**src/shared/olf_defines.vh**
```
`ifndef OLF_DEFINES_VH
`define OLF_DEFINES_VH

// Register byte offsets
`define OLF_OFF_CONTROL      8'h04
`define OLF_OFF_CMDSTAT      8'h08
`define OLF_OFF_INTSTAT      8'h0C
`define OLF_OFF_INTEN        8'h10
`define OLF_OFF_INTDIS       8'h14

// Command/status fields
`define OLF_CMD_RESET_BIT    0
`define OLF_CMD_CTRL_BIT     1
`define OLF_CMD_BULK_BIT     2
`define OLF_CMD_OWN_BIT      3
`define OLF_CMD_MASK         32'h0000000F

// Control register fields
`define OLF_CTL_ROUTE_BIT    8
`define OLF_CTL_MASK         32'h000007FF
`define OLF_CTL_RESET        32'h00000000

// Interrupt fields
`define OLF_INT_OWN_BIT      30
`define OLF_INT_MASK         32'h4000007F
`define OLF_INT_MIE_BIT      31
`define OLF_INTEN_MASK       32'hC000007F

// Reset timing
`define OLF_RESET_LIMIT_NS   10000
`define OLF_CLK_PERIOD_NS    40
`define OLF_RESET_CYCLES     (`OLF_RESET_LIMIT_NS / `OLF_CLK_PERIOD_NS)

`endif

```
**src/core/olf_regs.v**
```verilog
// The Avalon-MM slave port was left to the implementer.
`timescale 1ns/10ps
`default_nettype none
`include "olf_defines.vh"

module olf_regs #(
    parameter RESET_CYCLES = `OLF_RESET_CYCLES
)(
    input  wire        clk_sys,
    input  wire        rst_n,
    input  wire [7:0]  avs_address,
    input  wire        avs_read,
    input  wire        avs_write,
    input  wire [31:0] avs_writedata,
    input  wire [3:0]  avs_byteenable,
    output reg  [31:0] avs_readdata,
    output wire        avs_waitrequest,
    input  wire        bulk_head_reached,
    input  wire        ctrl_head_reached,
    input  wire        bulk_td_found,
    input  wire        ctrl_td_found,
    input  wire [6:0]  event_pulse,
    output reg         bulk_list_run,
    output reg         ctrl_list_run,
    output reg         bulk_list_skip,
    output reg         ctrl_list_skip,
    output wire        bus_master_allow,
    output wire        soft_reset_active,
    output wire        force_suspend,
    output wire        irq
);

    // Register state
    reg [31:0] control_reg;
    reg [31:0] cmd_reg;
    reg [31:0] int_flags_reg;
    reg [31:0] int_en_reg;
    reg [15:0] rst_cnt_reg;
    reg        ack_reg;

    wire [31:0] be_mask;
    wire        wr_hit;
    wire        rd_hit;
    wire [31:0] wdata_m;
    wire        rst_done;

    // Byte enable expansion
    function [31:0] lane_mask;
        input [3:0] be;
        begin
            lane_mask = {{8{be[3]}}, {8{be[2]}}, {8{be[1]}}, {8{be[0]}}};
        end
    endfunction

    assign be_mask  = lane_mask(avs_byteenable);
    assign wdata_m  = avs_writedata & be_mask;
    // Writes land only at the edge where waitrequest is low
    assign wr_hit   = avs_write & ack_reg;
    assign rd_hit   = avs_read & ~ack_reg;

    // One wait cycle per access
    assign avs_waitrequest = (avs_read | avs_write) & ~ack_reg;

    always @(posedge clk_sys or negedge rst_n)
    begin
        if (!rst_n)
            ack_reg <= 1'b0;
        else
            ack_reg <= (avs_read | avs_write) & ~ack_reg;
    end

    // Soft reset progress
    assign soft_reset_active = cmd_reg[`OLF_CMD_RESET_BIT];
    assign force_suspend     = soft_reset_active;
    assign bus_master_allow  = ~soft_reset_active;
    assign rst_done = soft_reset_active &&
                      (rst_cnt_reg == RESET_CYCLES[15:0] - 16'h0001);

    always @(posedge clk_sys or negedge rst_n)
    begin
        if (!rst_n)
            rst_cnt_reg <= 16'h0000;
        else if (soft_reset_active && !rst_done)
            rst_cnt_reg <= rst_cnt_reg + 16'h0001;
        else
            rst_cnt_reg <= 16'h0000;
    end

    // Control register, routing bit survives soft reset
    always @(posedge clk_sys or negedge rst_n)
    begin
        if (!rst_n)
            control_reg <= `OLF_CTL_RESET;
        else if (soft_reset_active)
        begin
            control_reg <= `OLF_CTL_RESET;
            control_reg[`OLF_CTL_ROUTE_BIT] <= control_reg[`OLF_CTL_ROUTE_BIT];
        end
        else if (wr_hit && avs_address == `OLF_OFF_CONTROL)
            control_reg <= ((control_reg & ~be_mask) | wdata_m) & `OLF_CTL_MASK;
    end

    // Command/status: write one to set, list flag handling
    always @(posedge clk_sys or negedge rst_n)
    begin
        if (!rst_n)
            cmd_reg <= 32'h00000000;
        else if (soft_reset_active)
        begin
            cmd_reg <= 32'h00000000;
            cmd_reg[`OLF_CMD_RESET_BIT] <= ~rst_done;
        end
        else
        begin
            // Head sampling clears; descriptor or software write sets (set wins)
            if (bulk_head_reached && cmd_reg[`OLF_CMD_BULK_BIT])
                cmd_reg[`OLF_CMD_BULK_BIT] <= 1'b0;
            if (ctrl_head_reached && cmd_reg[`OLF_CMD_CTRL_BIT])
                cmd_reg[`OLF_CMD_CTRL_BIT] <= 1'b0;
            if (bulk_td_found)
                cmd_reg[`OLF_CMD_BULK_BIT] <= 1'b1;
            if (ctrl_td_found)
                cmd_reg[`OLF_CMD_CTRL_BIT] <= 1'b1;
            if (wr_hit && avs_address == `OLF_OFF_CMDSTAT)
            begin
                if (wdata_m[`OLF_CMD_BULK_BIT])
                    cmd_reg[`OLF_CMD_BULK_BIT] <= 1'b1;
                if (wdata_m[`OLF_CMD_CTRL_BIT])
                    cmd_reg[`OLF_CMD_CTRL_BIT] <= 1'b1;
                if (wdata_m[`OLF_CMD_RESET_BIT])
                    cmd_reg[`OLF_CMD_RESET_BIT] <= 1'b1;
                if (wdata_m[`OLF_CMD_OWN_BIT])
                    cmd_reg[`OLF_CMD_OWN_BIT] <= 1'b1;
            end
        end
    end

    // List decisions at the head; an empty pass leaves flag zero
    always @(posedge clk_sys or negedge rst_n)
    begin
        if (!rst_n)
        begin
            bulk_list_run  <= 1'b0;
            ctrl_list_run  <= 1'b0;
            bulk_list_skip <= 1'b0;
            ctrl_list_skip <= 1'b0;
        end
        else
        begin
            bulk_list_run  <= bulk_head_reached & cmd_reg[`OLF_CMD_BULK_BIT] &
                              ~soft_reset_active;
            bulk_list_skip <= bulk_head_reached & ~cmd_reg[`OLF_CMD_BULK_BIT];
            ctrl_list_run  <= ctrl_head_reached & cmd_reg[`OLF_CMD_CTRL_BIT] &
                              ~soft_reset_active;
            ctrl_list_skip <= ctrl_head_reached & ~cmd_reg[`OLF_CMD_CTRL_BIT];
        end
    end

    // Interrupt status: hardware sets, software clears by ones, set wins
    always @(posedge clk_sys or negedge rst_n)
    begin
        if (!rst_n)
            int_flags_reg <= 32'h00000000;
        else if (soft_reset_active)
            int_flags_reg <= 32'h00000000;
        else
        begin
            if (wr_hit && avs_address == `OLF_OFF_INTSTAT)
                int_flags_reg <= (int_flags_reg & ~wdata_m
                                 | {25'h0000000, event_pulse}
                                 | ({31'h0, cmd_reg[`OLF_CMD_OWN_BIT]} << `OLF_INT_OWN_BIT))
                                 & `OLF_INT_MASK;
            else
                int_flags_reg <= (int_flags_reg | {25'h0000000, event_pulse}
                                 | ({31'h0, cmd_reg[`OLF_CMD_OWN_BIT]} << `OLF_INT_OWN_BIT))
                                 & `OLF_INT_MASK;
        end
    end

    // Enable register: write one to set, disable offset clears
    always @(posedge clk_sys or negedge rst_n)
    begin
        if (!rst_n)
            int_en_reg <= 32'h00000000;
        else if (soft_reset_active)
            int_en_reg <= 32'h00000000;
        else if (wr_hit && avs_address == `OLF_OFF_INTEN)
            int_en_reg <= (int_en_reg | wdata_m) & `OLF_INTEN_MASK;
        else if (wr_hit && avs_address == `OLF_OFF_INTDIS)
            int_en_reg <= int_en_reg & ~wdata_m;
    end

    // Interrupt request
    assign irq = int_en_reg[`OLF_INT_MIE_BIT] &
                 (|(int_flags_reg & int_en_reg & `OLF_INT_MASK));

    // Read data, unmapped reads zero
    always @(posedge clk_sys or negedge rst_n)
    begin
        if (!rst_n)
            avs_readdata <= 32'h00000000;
        else if (rd_hit)
        begin
            case (avs_address)
                `OLF_OFF_CONTROL: avs_readdata <= control_reg;
                `OLF_OFF_CMDSTAT: avs_readdata <= cmd_reg & `OLF_CMD_MASK;
                `OLF_OFF_INTSTAT: avs_readdata <= int_flags_reg;
                `OLF_OFF_INTEN:   avs_readdata <= int_en_reg;
                `OLF_OFF_INTDIS:  avs_readdata <= int_en_reg;
                default:          avs_readdata <= 32'h00000000;
            endcase
        end
    end

    // Root hub and port signalling live outside; nothing here drives them

endmodule // olf_regs
`default_nettype wire

```
**config.mk**
```make
export PLATFORM = sky130hd
export DESIGN_NAME = olf_regs
export DESIGN_NICKNAME = d
export VERILOG_FILES = /design/src/core/olf_regs.v
export VERILOG_INCLUDE_DIRS = /design/src /design/src/shared
export SDC_FILE = /design/constraint.sdc
export NUM_CORES = 1
export LEC_CHECK = 0
export ABC_AREA = 1
export BUFFER_PORTS_ARGS = -buffer_cell sky130_fd_sc_hd__buf_2
export CAP_MARGIN = 20
export CORE_ASPECT_RATIO = 0.7
export CORE_MARGIN = 2
export CORE_UTILIZATION = 52
export CTS_CLUSTER_DIAMETER = 60
export DETAILED_ROUTE_END_ITERATION = 7
export PLACE_DENSITY_LB_ADDON = 0.2
export SYNTH_ARGS = -nofsm -noshare
export SYNTH_HDL_FRONTEND = slang
export SYNTH_SLANG_ARGS = --single-unit
```
**constraint.sdc**
```tcl
create_clock -name clk_sys -period 1.7 [get_ports clk_sys]
set_input_delay 0.34 -clock clk_sys [delete_from_list [all_inputs] [get_ports clk_sys]]
set_output_delay 0.34 -clock clk_sys [all_outputs]
set_load 0.02 [all_outputs]
```
==> out/summary.log, run 1 <==
INFO  timing         grt_setup_unrepaired=yes
INFO  placed_design  dp_cells=889
INFO  drt            drcViolationCount=0
INFO  hold_path      worstHoldPathType=input port to async pin
INFO  synth          synth_area=5419um^2
INFO  floorplan      placeableCoreArea=10240um^2
INFO  synth          yosysWarningCount=0
INFO  critical_path  critical_path.n_buffers_inverters=1
INFO  clocking       clock_latency=0.36ns
INFO  synth          synth_top_area_share=49.87%
INFO  global_route   largest_net_degree_at_the_start_of_global_routing=109
INFO  timing         final.setup.tns=-0.06996ns
INFO  critical_path  arrival=1.43ns
INFO  critical_path  r2r-start=ack_reg$_DFF_PN0_
INFO  finish         post_route_cells_drive_above_1_share=21.98%
INFO  synth          synth_seq_cells=108
INFO  drt            via_count=4769
INFO  job            cap_viol_max_count=0
INFO  timing         maxSlewHeadroom=59.63%
INFO  clocking       clock-root-buffer=sky130_fd_sc_hd__clkbuf_16
INFO  synth          ys_types=29
INFO  synth          avgSynthCellArea=8.064um^2
INFO  clocking       cts_made_buffers=9
INFO  timing         tightestPinTransition=0.6056ns
INFO  placed_design  place_area=6030um^2
INFO  status         failing_checks=setup timing
INFO  clocking       cts.sink_count=108
INFO  floorplan      initial_core_utilization=52.92%
INFO  status         status=finished with violations
INFO  floorplan      io_pins=100
INFO  synth          post_synth_inst_count=672
INFO  finish         final_cell_mix=210 x sky130_fd_sc_hd__nand2_1, 107 x sky130_fd_sc_hd__dfrtp_1, 97 x sky130_fd_sc_hd__buf_2
INFO  global_route   antenna_found_initial=0
INFO  clocking       tritoncts=yes
INFO  timing         layout_setup_ws=-0.06996ns
INFO  drt            antenna_violating_nets_post_route=0
INFO  synth          postSynthNetCount=733
INFO  clocking       count_of_hold_buffers_inserted_by_post_cts_repair=0
INFO  power_and_ir_drop p_sw_share=25.94%
INFO  timing         fin_crit=1.770ns
INFO  timing         finalMaxSlewViolations=0
INFO  critical_path  worst_r2r_path_depth=6
INFO  global_route   first_global_vias=4497
INFO  power_and_ir_drop power.combinational.fraction=6.7%
INFO  timing         timing.final.crit_share=104.1%
INFO  drt            dr.first_iter.drc_count=400
INFO  finish         area_growth=18.06%
INFO  synth          synth.yosys.seq_area_share=49.87%
INFO  critical_path  crit_fanout=2
INFO  global_route   gr_layer_usage_met1=37.78%
INFO  synth          synth_top_cells_by_area=sky130_fd_sc_hd__dfrtp_1 50%, sky130_fd_sc_hd__nand2_1 15%, sky130_fd_sc_hd__nand3_1 7.2%, sky130_fd_sc_hd__inv_1 5.0%, sky130_fd_sc_hd__o21ai_0 3.0%
INFO  global_route   gr-max-usage-layer=met2
INFO  critical_path  crit_path_top_delay_cell=sky130_fd_sc_hd__dfrtp_1
INFO  timing         finClkSkew=0.008479ns
INFO  synth          synth_top_area_cell=sky130_fd_sc_hd__dfrtp_1
INFO  finish         final_area=6397um^2
INFO  critical_path  timing.setup.critical_path_class=flip-flop to output port
INFO  finish         mostFrequentLayoutCell=sky130_fd_sc_hd__nand2_1
INFO  clocking       cts-root-to-sink-buffers=2
INFO  power_and_ir_drop power_leakage=3.247nW
INFO  clocking       number_of_h_tree_levels=3
INFO  drt            detailedRoute.firstPassIterationCount=5
INFO  placed_design  place.gp.congestion=0.8781
INFO  floorplan      fp_rows=31
INFO  global_route   globalRoute.totalOverflow=0
INFO  power_and_ir_drop power.clock.fraction=42.0%
INFO  finish         final_cell_count_no_fill=910
INFO  timing         maxClockFrequency=0.5650GHz
INFO  drt            vias_per_cell=5.241
INFO  power_and_ir_drop netSwitchingPower=1.303mW
INFO  critical_path  endpoint_kind=output port
INFO  power_and_ir_drop post-layout-total-power=5.024mW
INFO  power_and_ir_drop power_frac_seq=51.3%
INFO  global_route   grt.met2_usage=38.27%
INFO  timing         setup_viol_count_final=1
INFO  global_route   gr-usage-met3=6.703%
INFO  critical_path  timing.reg2reg.setup_slack=0.21ns
INFO  placed_design  portBuffers=99
INFO  finish         utilization=62.48%
INFO  floorplan      dieWidth=126.0um
INFO  power_and_ir_drop pwr_density_cell=785.4nW/um^2
INFO  drt            totalWireLength=14140um
INFO  floorplan      die_area=11270um^2
INFO  critical_path  r2r-end=int_en_reg[23]$_DFFE_PN0P_
INFO  critical_path  crit_path_cells=nand2_1 > nand2_2 > a221oi_4 > a21oi_2 > buf_4
INFO  timing         final_hold_viol_count=0
INFO  critical_path  critical_path.startpoint_type=flip-flop
INFO  finish         antenna_cells=0
INFO  critical_path  worst_ep_required_time=1.36ns
INFO  floorplan      chipHeight=89.41um
INFO  finish         finalNetCount=834
INFO  clocking       clkSlewWorstSetupHoldPaths=0.07ns
INFO  global_route   total_global_routing_track_utilization=25.47%
INFO  global_route   grt_first_pass_wirelength=22290um
INFO  power_and_ir_drop worst_ir_drop_vdd=0.5143mV
INFO  placed_design  dpl.hpwl=9929um
INFO  power_and_ir_drop internal_power=3.721mW
INFO  drt            wire_per_inst=15.53um
INFO  critical_path  slowest_delay=0.40ns
INFO  critical_path  path_delay_family=flip-flops
worst register-to-register path, stage by stage (launching register included):
cell and delay [ns]:
sky130_fd_sc_hd__dfrtp_1 0.42, sky130_fd_sc_hd__nand2_1 0.13, sky130_fd_sc_hd__clkinv_2 0.20, sky130_fd_sc_hd__nand3_2 0.18, sky130_fd_sc_hd__nand2_4 0.11, sky130_fd_sc_hd__buf_12 0.18
sky130_fd_sc_hd__a21oi_1 0.19
power groups by stage:
stage                     clock network [mW]  registers, mW  logic [mW]
after detailed placement                   0           2.63       0.336
final                                   2.11           2.58       0.339
after floorplan                            0           2.63       0.146
after CTS                               2.14           2.58       0.338
after global placement                     0           2.63       0.332
after global routing                    2.23           2.58       0.377
final cells by class:
| type | instances | area (um^2) |
|---|---|---|
| repair buffers | 119 | 688.2 |
| multi-input cells | 458 | 2250 |
| inverters | 77 | 290.3 |
| well taps | 132 | 165.2 |
| clock buffers | 9 | 225.2 |
| clock inverters | 7 | 75.07 |
| flip-flops and latches | 108 | 2704 |
| fillers | 911 | 3842 |
logic make-up after synthesis:
logic type / Yosys count / synth area share, %
XOR/XNOR: 7 / 1.131
flip-flops: 108 / 49.87
AO/OA/AOI/OAI: 89 / 10.27
buffers and inverters: 106 / 9.097
adder cells (fa/ha/maj): 2 / 0.4617
AND/OR/NAND/NOR: 360 / 29.16
stage by stage:
stage / hold WS, ns / setup slack [ns]
after global routing: 0.1043 / -0.09771
final: 0.02481 / -0.06996
after global placement: 0.4575 / 0.1450
after detailed placement: 0.4627 / 0.04589
after floorplan: 0.04441 / 0.3242
after CTS: 0.08233 / -0.06119
routing by layer:
layer	vias to the layer above	part of all wire, %
li1	2340	-
met1	2228	49
met2	184	43
met3	17	7.7
met4	0	0.92
met5	-	0
cells in the mapped netlist (all sizes together):
cell	instances
o21ai	32
buf	26
o31ai	16
clkinv	1
a21oi	30
dfrtp	108
clkbuf	3
ha	2
a221oi	1
nand3	82
nor3	5
xnor2	2
nand2	215
inv	76
xor2	5
a21boi	8
nand4	6
nor2	52
a22o	2
worst max path at each step:
stage	startpoint	end	slack [ns]	cells past startpoint
detailed placement	avs_address[7]	avs_readdata[14]$_DFFE_PN0P_	0.05	6
global route	int_flags_reg[5]$_DFF_PN0_	irq	-0.1	5
floorplan	cmd_reg[0]$_DFF_PN0_	bus_master_allow	0.32	3
global placement	avs_address[7]	control_reg[10]$_DFFE_PN0P_	0.15	7
finish	int_en_reg[5]$_DFFE_PN0P_	irq	-0.07	5
CTS	int_flags_reg[4]$_DFF_PN0_	irq	-0.06	5
repair_timing:
item	4_1_cts	5_1_grt
setup endpoints to repair	1	1
pin swaps	0	4
setup buffers	3	2
gates resized for setup	2	5
(Power assumes the default switching activity.)
==> run 2: changes to the inputs <==
==> constraint.sdc (replaced) <==
create_clock -name clk_sys -period 2 [get_ports clk_sys]
set_input_delay 0.4 -clock clk_sys [delete_from_list [all_inputs] [get_ports clk_sys]]
set_output_delay 0.4 -clock clk_sys [all_outputs]
set_load 0.02 [all_outputs]
==> run 2 against run 1 <==
Against the previous run: the run now ends clean; flip-flop and latch count unchanged; via count down 0.27%; combinational power down 15%; die area is the same; global-route usage fell by 0.52 points; cell count fell by 0.55%; first-iteration DRC count decreased by 12%; clock-buffer cell count unchanged; highest routed layer unchanged.
==> out/summary.log, run 2 (synthesis gave the netlist of run 1 again) <==
INFO  floorplan      fp_rows=31 [unchanged]
INFO  drt            drcViolationCount=0 [unchanged]
INFO  critical_path  crit_path_cells=nand2_1 > nand2_1 > a221oi_2 > a21oi_1 > buf_2 [was nand2_1 > nand2_2 > a221oi_4 > a21oi_2 > buf_4]
INFO  timing         maxSlewHeadroom=62.85% [was 59.63%]
INFO  timing         fin_crit=1.858ns
INFO  floorplan      io_pins=100 [unchanged]
INFO  clocking       clock_latency=0.36ns [about the same]
INFO  drt            top_layer=met4 [unchanged]
INFO  clocking       clkSlewWorstSetupHoldPaths=0.08ns [was 0.07 ns]
INFO  timing         final_hold_viol_count=0 [unchanged]
INFO  floorplan      die_area=11270um^2 [unchanged]
INFO  finish         utilization=61.74% [was 62.48%]
INFO  timing         layout_setup_ws=0.1416ns [was -0.06996 ns]
INFO  floorplan      dieWidth=126.0um [unchanged]
INFO  placed_design  dpl.hpwl=9869um [was 9929 um]
INFO  timing         maxClockFrequency=0.5381GHz
INFO  placed_design  detailedPlace.worstSlack=0.2578ns [was 0.04589 ns]
INFO  global_route   globalRoute.totalOverflow=0 [unchanged]
INFO  drt            routedLengthMet1=6622um [was 6900 um]
INFO  drt            via_count=4756 [was 4769]
INFO  clocking       clock-root-buffer=sky130_fd_sc_hd__clkbuf_16 [unchanged]
INFO  critical_path  critical_path.startpoint_type=flip-flop [unchanged]
INFO  global_route   first_global_vias=4269 [was 4497]
INFO  finish         final_area=6322um^2 [was 6397 um^2]
INFO  finish         antenna_cells=0 [unchanged]
INFO  finish         multi_input_area=2230um^2 [was 2250 um^2]
INFO  power_and_ir_drop power_leakage=3.216nW [was 3.247 nW]
INFO  finish         post_route_cells_drive_above_1_share=20.83% [was 21.98%]
INFO  drt            totalWireLength=13370um [was 14140 um]
INFO  floorplan      placeableCoreArea=10240um^2 [unchanged]
INFO  drt            wire_per_inst=14.77um [was 15.53 um]
INFO  critical_path  endpoint_kind=output port [unchanged]
INFO  critical_path  critical_path.n_buffers_inverters=1 [unchanged]
INFO  clocking       cts_made_buffers=9 [unchanged]
INFO  global_route   total_global_routing_track_utilization=24.94% [was 25.47%]
INFO  placed_design  dp_cells=888 [was 889]
INFO  floorplan      initial_core_utilization=52.92% [unchanged]
INFO  clocking       post_cts.repair.setup_buffers=0 [was 3]
INFO  drt            dr.first_iter.drc_count=352 [was 400]
INFO  power_and_ir_drop power.combinational.fraction=6.8% [was 6.7%]
INFO  clocking       tritoncts=yes [unchanged]
INFO  drt            dr_wl_met3=1132um [was 1093 um]
INFO  timing         setup_viol_count_final=0 [was 1]
INFO  job            cap_viol_max_count=0 [unchanged]
INFO  clocking       number_of_h_tree_levels=3 [unchanged]
INFO  drt            detailedRoute.firstPassIterationCount=5 [unchanged]
INFO  power_and_ir_drop post-layout-total-power=4.264mW [was 5.024 mW]
INFO  timing         tightestPinTransition=0.5560ns [was 0.6056 ns]
INFO  critical_path  crit_top_cell=sky130_fd_sc_hd__nand2_1
INFO  clocking       cts.sink_count=108 [unchanged]
INFO  finish         final_cell_mix=211 x sky130_fd_sc_hd__nand2_1, 108 x sky130_fd_sc_hd__dfrtp_1, 98 x sky130_fd_sc_hd__buf_2 [was 210 x sky130_fd_sc_hd__nand2_1, 107 x sky130_fd_sc_hd__dfrtp_1, 97 x sky130_fd_sc_hd__buf_2]
INFO  finish         mostFrequentLayoutCell=sky130_fd_sc_hd__nand2_1 [unchanged]
INFO  power_and_ir_drop power_frac_seq=51.3% [about the same]
INFO  timing         finClkSkew=0.008647ns [was 0.008479 ns]
INFO  finish         finalNetCount=829 [was 834]
INFO  drt            antenna_violating_nets_post_route=0 [unchanged]
INFO  critical_path  crit_fanout=4 [was 2]
INFO  timing         worst_hold_margin=0.2570ns [was 0.02481 ns]
INFO  finish         num-fill-cells=903 [was 911]
INFO  timing         timing.final.crit_share=92.92%
INFO  finish         area_growth=16.67% [was 18.06%]
INFO  critical_path  arrival=1.46ns [was 1.43 ns]
INFO  drt            met2_wirelength=5507um [was 6012 um]
INFO  critical_path  crit_path_top_delay_cell=sky130_fd_sc_hd__dfrtp_1 [unchanged]
INFO  power_and_ir_drop p_sw_share=25.73% [was 25.94%]
INFO  placed_design  portBuffers=99 [unchanged]
INFO  timing         grt_setup_unrepaired=no [was yes]
INFO  power_and_ir_drop internal_power=3.167mW [was 3.721 mW]
INFO  finish         ff_latch_area=2703um^2 [was 2704 um^2]
INFO  hold_path      worstHoldPathType=input port to flip-flop [was input port to async pin]
INFO  global_route   grt_first_pass_wirelength=21760um [was 22290 um]
INFO  critical_path  slowest_delay=0.42ns [was 0.40 ns]
INFO  timing         final.setup.tns=0ns [was -0.06996 ns]
INFO  power_and_ir_drop power.clock.fraction=41.9% [was 42.0%]
INFO  clocking       cts-root-to-sink-buffers=2 [unchanged]
INFO  critical_path  path_delay_family=flip-flops [unchanged]
INFO  critical_path  worst_ep_required_time=1.60ns [was 1.36 ns]
INFO  finish         final_cell_count_no_fill=905 [was 910]
INFO  placed_design  place_area=6010um^2 [was 6030 um^2]
INFO  floorplan      chipHeight=89.41um [unchanged]
INFO  power_and_ir_drop worst_ir_drop_vdd=0.4094mV [was 0.5143 mV]
INFO  global_route   largest_net_degree_at_the_start_of_global_routing=53 [was 109]
INFO  placed_design  place.gp.congestion=0.9109 [was 0.8781]
INFO  timing         finalMaxSlewViolations=0 [unchanged]
INFO  status         status=complete, no violations [was finished with violations]
INFO  critical_path  timing.setup.critical_path_class=flip-flop to output port [unchanged]
INFO  power_and_ir_drop pwr_density_cell=674.5nW/um^2 [was 785.4 nW/um^2]
INFO  power_and_ir_drop netSwitchingPower=1.097mW [was 1.303 mW]
INFO  drt            vias_per_cell=5.255 [was 5.241]
INFO  global_route   antenna_found_initial=0 [unchanged]
[run 2: routing by layer]
layer  track usage, %  vias to the layer above
met4            5.594                        0
met1            38.01                     2239
met2            35.43                      176
met3            7.062                       11
li1                 -                     2330
met5                0                        -
[run 2: area by class of cell]
cell class,count,share of cell area [%]
flip-flops and latches,108,42.75
multi-input cells,458,35.27
repair buffers,114,10.09
inverters,77,4.591
clock buffers,9,3.562
well taps,132,2.612
clock inverters,7,1.128
[run 2: power groups by stage]
stage,clock (mW),combinational [mW],sequential (mW)
2_1_floorplan,0,0.124,2.24
3_3_place_gp,0,0.281,2.23
3_5_place_dp,0,0.288,2.23
4_1_cts,1.83,0.291,2.19
5_1_grt,1.91,0.320,2.19
6_report,1.79,0.288,2.19
[run 2: final timing paths]
path / start / to / slack [ns] / depth (start not counted)
max in group asynchronous: rst_n / int_flags_reg[4]$_DFF_PN0_ / 0.96 / 3
setup / recovery: int_en_reg[4]$_DFFE_PN0P_ / irq / 0.14 / 5
hold / removal: ctrl_head_reached / ctrl_list_run$_DFF_PN0_ / 0.26 / 3
setup reg to reg: rst_cnt_reg[1]$_DFF_PN0_ / cmd_reg[0]$_DFF_PN0_ / 0.35 / 7
hold reg to reg: cmd_reg[1]$_DFF_PN0_ / ctrl_list_skip$_DFF_PN0_ / 0.48 / 1
min in group asynchronous: rst_n / avs_readdata[20]$_DFFE_PN0P_ / 0.46 / 2
[run 2: worst reg2reg max path, delay by kind of cell, from the launching register on]
| kind | cells | cell delay [ns] |
|---|---|---|
| simple gates | 5 | 0.88 |
| buf+inv | 1 | 0.07 |
| fa+ha+maj | 1 | 0.13 |
| flops | 1 | 0.40 |
[run 2: timing repair]
item	4_1_cts	5_1_grt
gates resized for setup	0	1
hold buffers	1	0
endpoints found under the hold margin	17	0
endpoints found under the setup margin	0	1
==> run 3: changes to the inputs <==
--- a/config.mk
+++ b/config.mk
@@ -7,13 +7,13 @@
 export NUM_CORES = 1
 export LEC_CHECK = 0
 export ABC_AREA = 1
-export BUFFER_PORTS_ARGS = -buffer_cell sky130_fd_sc_hd__buf_2
 export CAP_MARGIN = 20
 export CORE_ASPECT_RATIO = 0.7
 export CORE_MARGIN = 2
 export CORE_UTILIZATION = 52
 export CTS_CLUSTER_DIAMETER = 60
 export DETAILED_ROUTE_END_ITERATION = 7
+export DONT_BUFFER_PORTS = 1
 export PLACE_DENSITY_LB_ADDON = 0.2
 export SYNTH_ARGS = -nofsm -noshare
 export SYNTH_HDL_FRONTEND = slang
==> run 3 against run 2 <==
Against the previous run: the run now ends with hold timing left; non-clock buffer count fell by 105; cell count is 12% lower; via count is 7.4% lower; clock power increased by 6%; design area fell by 8.8%; flip-flop and latch count did not move; first-iteration DRC count grew 10%; critical path type unchanged; largest cell class unchanged.
==> out/summary.log, run 3 (synthesis gave the netlist of run 1 again) <==
INFO  critical_path  crit_fanout=4 [unchanged]
INFO  global_route   first_global_vias=4142 [was 4269]
INFO  drt            vias_per_cell=5.505 [was 5.255]
INFO  critical_path  endpoint_kind=output port [unchanged]
INFO  status         status=finished with violations [was complete, no violations]
INFO  clocking       clock_latency=0.35ns [was 0.36 ns]
INFO  timing         final.setup.tns=0ns [unchanged]
INFO  timing         maxClockFrequency=0.5330GHz [was 0.5381 GHz]
INFO  drt            detailedRoute.firstPassIterationCount=5 [unchanged]
INFO  timing         setup_viol_count_final=0 [unchanged]
INFO  drt            drcViolationCount=0 [unchanged]
INFO  clocking       cts.sink_count=108 [unchanged]
INFO  status         failing_checks=hold timing
INFO  finish         antenna_cells=0 [unchanged]
INFO  clocking       cts_made_buffers=9 [unchanged]
INFO  global_route   antenna_found_initial=0 [unchanged]
INFO  critical_path  worst_ep_required_time=1.60ns [about the same]
INFO  floorplan      die_area=11270um^2 [unchanged]
INFO  drt            totalWireLength=13350um [was 13370 um]
INFO  global_route   globalRoute.totalOverflow=0 [unchanged]
INFO  drt            via_count=4404 [was 4756]
INFO  placed_design  dp_cells=784 [was 888]
INFO  timing         finClkSkew=0.01003ns [was 0.008647 ns]
INFO  clocking       post_cts.resized_instances=0 [unchanged]
INFO  timing         final_hold_viol_count=108 [was 0]
INFO  global_route   grt_first_pass_wirelength=21440um [was 21760 um]
INFO  finish         mostFrequentLayoutCell=sky130_fd_sc_hd__nand2_1 [unchanged]
INFO  placed_design  place.gp.congestion=0.9407 [was 0.9109]
INFO  clocking       cts-root-to-sink-buffers=2 [unchanged]
INFO  power_and_ir_drop worst_ir_drop_vdd=0.4231mV [was 0.4094 mV]
INFO  clocking       clock-root-buffer=sky130_fd_sc_hd__clkbuf_16 [unchanged]
INFO  critical_path  arrival=1.48ns [was 1.46 ns]
INFO  floorplan      placeableCoreArea=10240um^2 [unchanged]
INFO  drt            antenna_violating_nets_post_route=0 [unchanged]
INFO  finish         post_route_cells_drive_above_1_share=8.383% [was 20.83%]
INFO  job            cap_viol_max_count=0 [unchanged]
INFO  timing         fin_crit=1.876ns [was 1.858 ns]
INFO  floorplan      io_pins=100 [unchanged]
INFO  clocking       tritoncts=yes [unchanged]
INFO  power_and_ir_drop power_leakage=2.730nW [was 3.216 nW]
INFO  critical_path  worst_r2r_path_depth=6 [was 7]
INFO  hold_path      worstHoldPathType=input port to async pin [was input port to flip-flop]
INFO  floorplan      chipHeight=89.41um [unchanged]
INFO  drt            dr.first_iter.drc_count=388 [was 352]
INFO  drt            wire_per_inst=16.69um [was 14.77 um]
INFO  finish         final_cell_mix=211 x sky130_fd_sc_hd__nand2_1, 108 x sky130_fd_sc_hd__dfrtp_1, 78 x sky130_fd_sc_hd__nand3_1 [was 211 x sky130_fd_sc_hd__nand2_1, 108 x sky130_fd_sc_hd__dfrtp_1, 98 x sky130_fd_sc_hd__buf_2]
INFO  finish         final_cell_count_no_fill=800 [was 905]
INFO  finish         area_growth=6.442% [was 16.67%]
INFO  floorplan      dieWidth=126.0um [unchanged]
INFO  timing         grt_setup_unrepaired=no [unchanged]
INFO  clocking       clkSlewWorstSetupHoldPaths=0.08ns [about the same]
INFO  critical_path  timing.setup.critical_path_class=flip-flop to output port [unchanged]
INFO  power_and_ir_drop pwr_density_cell=732.8nW/um^2 [was 674.5 nW/um^2]
INFO  timing         timing.final.crit_share=93.81% [was 92.92%]
INFO  floorplan      initial_core_utilization=52.92% [unchanged]
INFO  placed_design  dpl.hpwl=9511um [was 9869 um]
INFO  placed_design  portBuffers=0 [was 99]
INFO  global_route   largest_net_degree_at_the_start_of_global_routing=109 [was 53]
INFO  global_route   total_global_routing_track_utilization=24.48% [was 24.94%]
INFO  clocking       post_cts.repair.setup_buffers=0 [unchanged]
INFO  clocking       number_of_h_tree_levels=3 [unchanged]
INFO  critical_path  critical_path.startpoint_type=flip-flop [unchanged]
INFO  floorplan      fp_rows=31 [unchanged]
INFO  timing         worst_hold_margin=-0.2654ns [was 0.2570 ns]
INFO  timing         tightestPinTransition=0.5730ns [was 0.5560 ns]
INFO  finish         finalNetCount=724 [was 829]
INFO  timing         maxSlewHeadroom=61.92% [was 62.85%]
INFO  timing         finalMaxSlewViolations=0 [unchanged]
## run 3: changes by cell type in the layout (fill, tap and decap cells not counted), moves of 2 or more
| cell | previous run | this run |
|---|---|---|
| sky130_fd_sc_hd__buf_12 | 2 | 0 |
| sky130_fd_sc_hd__buf_2 | 98 | 0 |
| sky130_fd_sc_hd__buf_4 | 13 | 9 |
| sky130_fd_sc_hd__inv_6 | 2 | 0 |
| sky130_fd_sc_hd__inv_8 | 4 | 2 |
## run 3: stage by stage
| stage | util, % | worst slack, ns | power [mW] | hold WS, ns | instance area [um^2] |
|---|---|---|---|---|---|
| 3_5_place_dp | 53.21 | 0.2995 | 2.383 | 0.1073 | 5449 |
| 3_3_place_gp | 53.21 | 0.3689 | 2.380 | 0.1080 | 5449 |
| 6_report | 56.33 | 0.1237 | 4.227 | -0.2654 | 5768 |
| 4_1_cts | 56.33 | 0.1281 | 4.250 | -0.2685 | 5768 |
| 5_1_grt | 56.33 | 0.03377 | 4.360 | -0.2802 | 5768 |
| 2_1_floorplan | - | 0.5642 | 2.360 | 0.1044 | 5419 |
## run 3: layer usage
metal / global-route usage, % / part of all wire (%) / vias to the layer above
li1: - / - / 2125
met1: 36.41 / 48 / 2078
met2: 34.31 / 41 / 186
met3: 8.438 / 10 / 15
met4: 6.094 / 1.2 / 0
met5: 0 / 0 / -
## run 3: report_power, final
group	internal, mW	total, mW	switching, mW	leakage [nW]
clock network	1.00	1.89	0.881	0.152
registers	2.19	2.19	0.00650	1.48
logic	0.0350	0.149	0.114	1.09
## run 3: worst paths after layout
path | from | end | slack, ns
max | int_en_reg[5]$_DFFE_PN0P_ | irq | 0.12
min | rst_n | avs_readdata[0]$_DFFE_PN0P_ | -0.27
max reg2reg | ack_reg$_DFF_PN0_ | int_en_reg[16]$_DFFE_PN0P_ | 0.38
min reg2reg | cmd_reg[1]$_DFF_PN0_ | ctrl_list_skip$_DFF_PN0_ | 0.49
max in group asynchronous | rst_n | rst_cnt_reg[13]$_DFF_PN0_ | 2.10
min in group clk_sys | ctrl_head_reached | ctrl_list_run$_DFF_PN0_ | 0.15
## run 3: worst max-delay path, cell delays in order (launching register included)
cell and delay [ns]:
sky130_fd_sc_hd__dfrtp_1 0.43, sky130_fd_sc_hd__nand2_1 0.08, sky130_fd_sc_hd__nand2_1 0.06, sky130_fd_sc_hd__a221oi_1 0.29, sky130_fd_sc_hd__a21oi_1 0.27
## run 3: cell type report
| class | instances | area (um^2) |
|---|---|---|
| Sequential cell | 108 | 2703 |
| Fill cell | 943 | 4472 |
| Inverter | 77 | 290.3 |
| Timing Repair Buffer | 9 | 67.56 |
| Clock inverter | 7 | 93.84 |
| Multi-Input combinational cell | 458 | 2223 |
| Tap cell | 132 | 165.2 |
| Clock buffer | 9 | 225.2 |
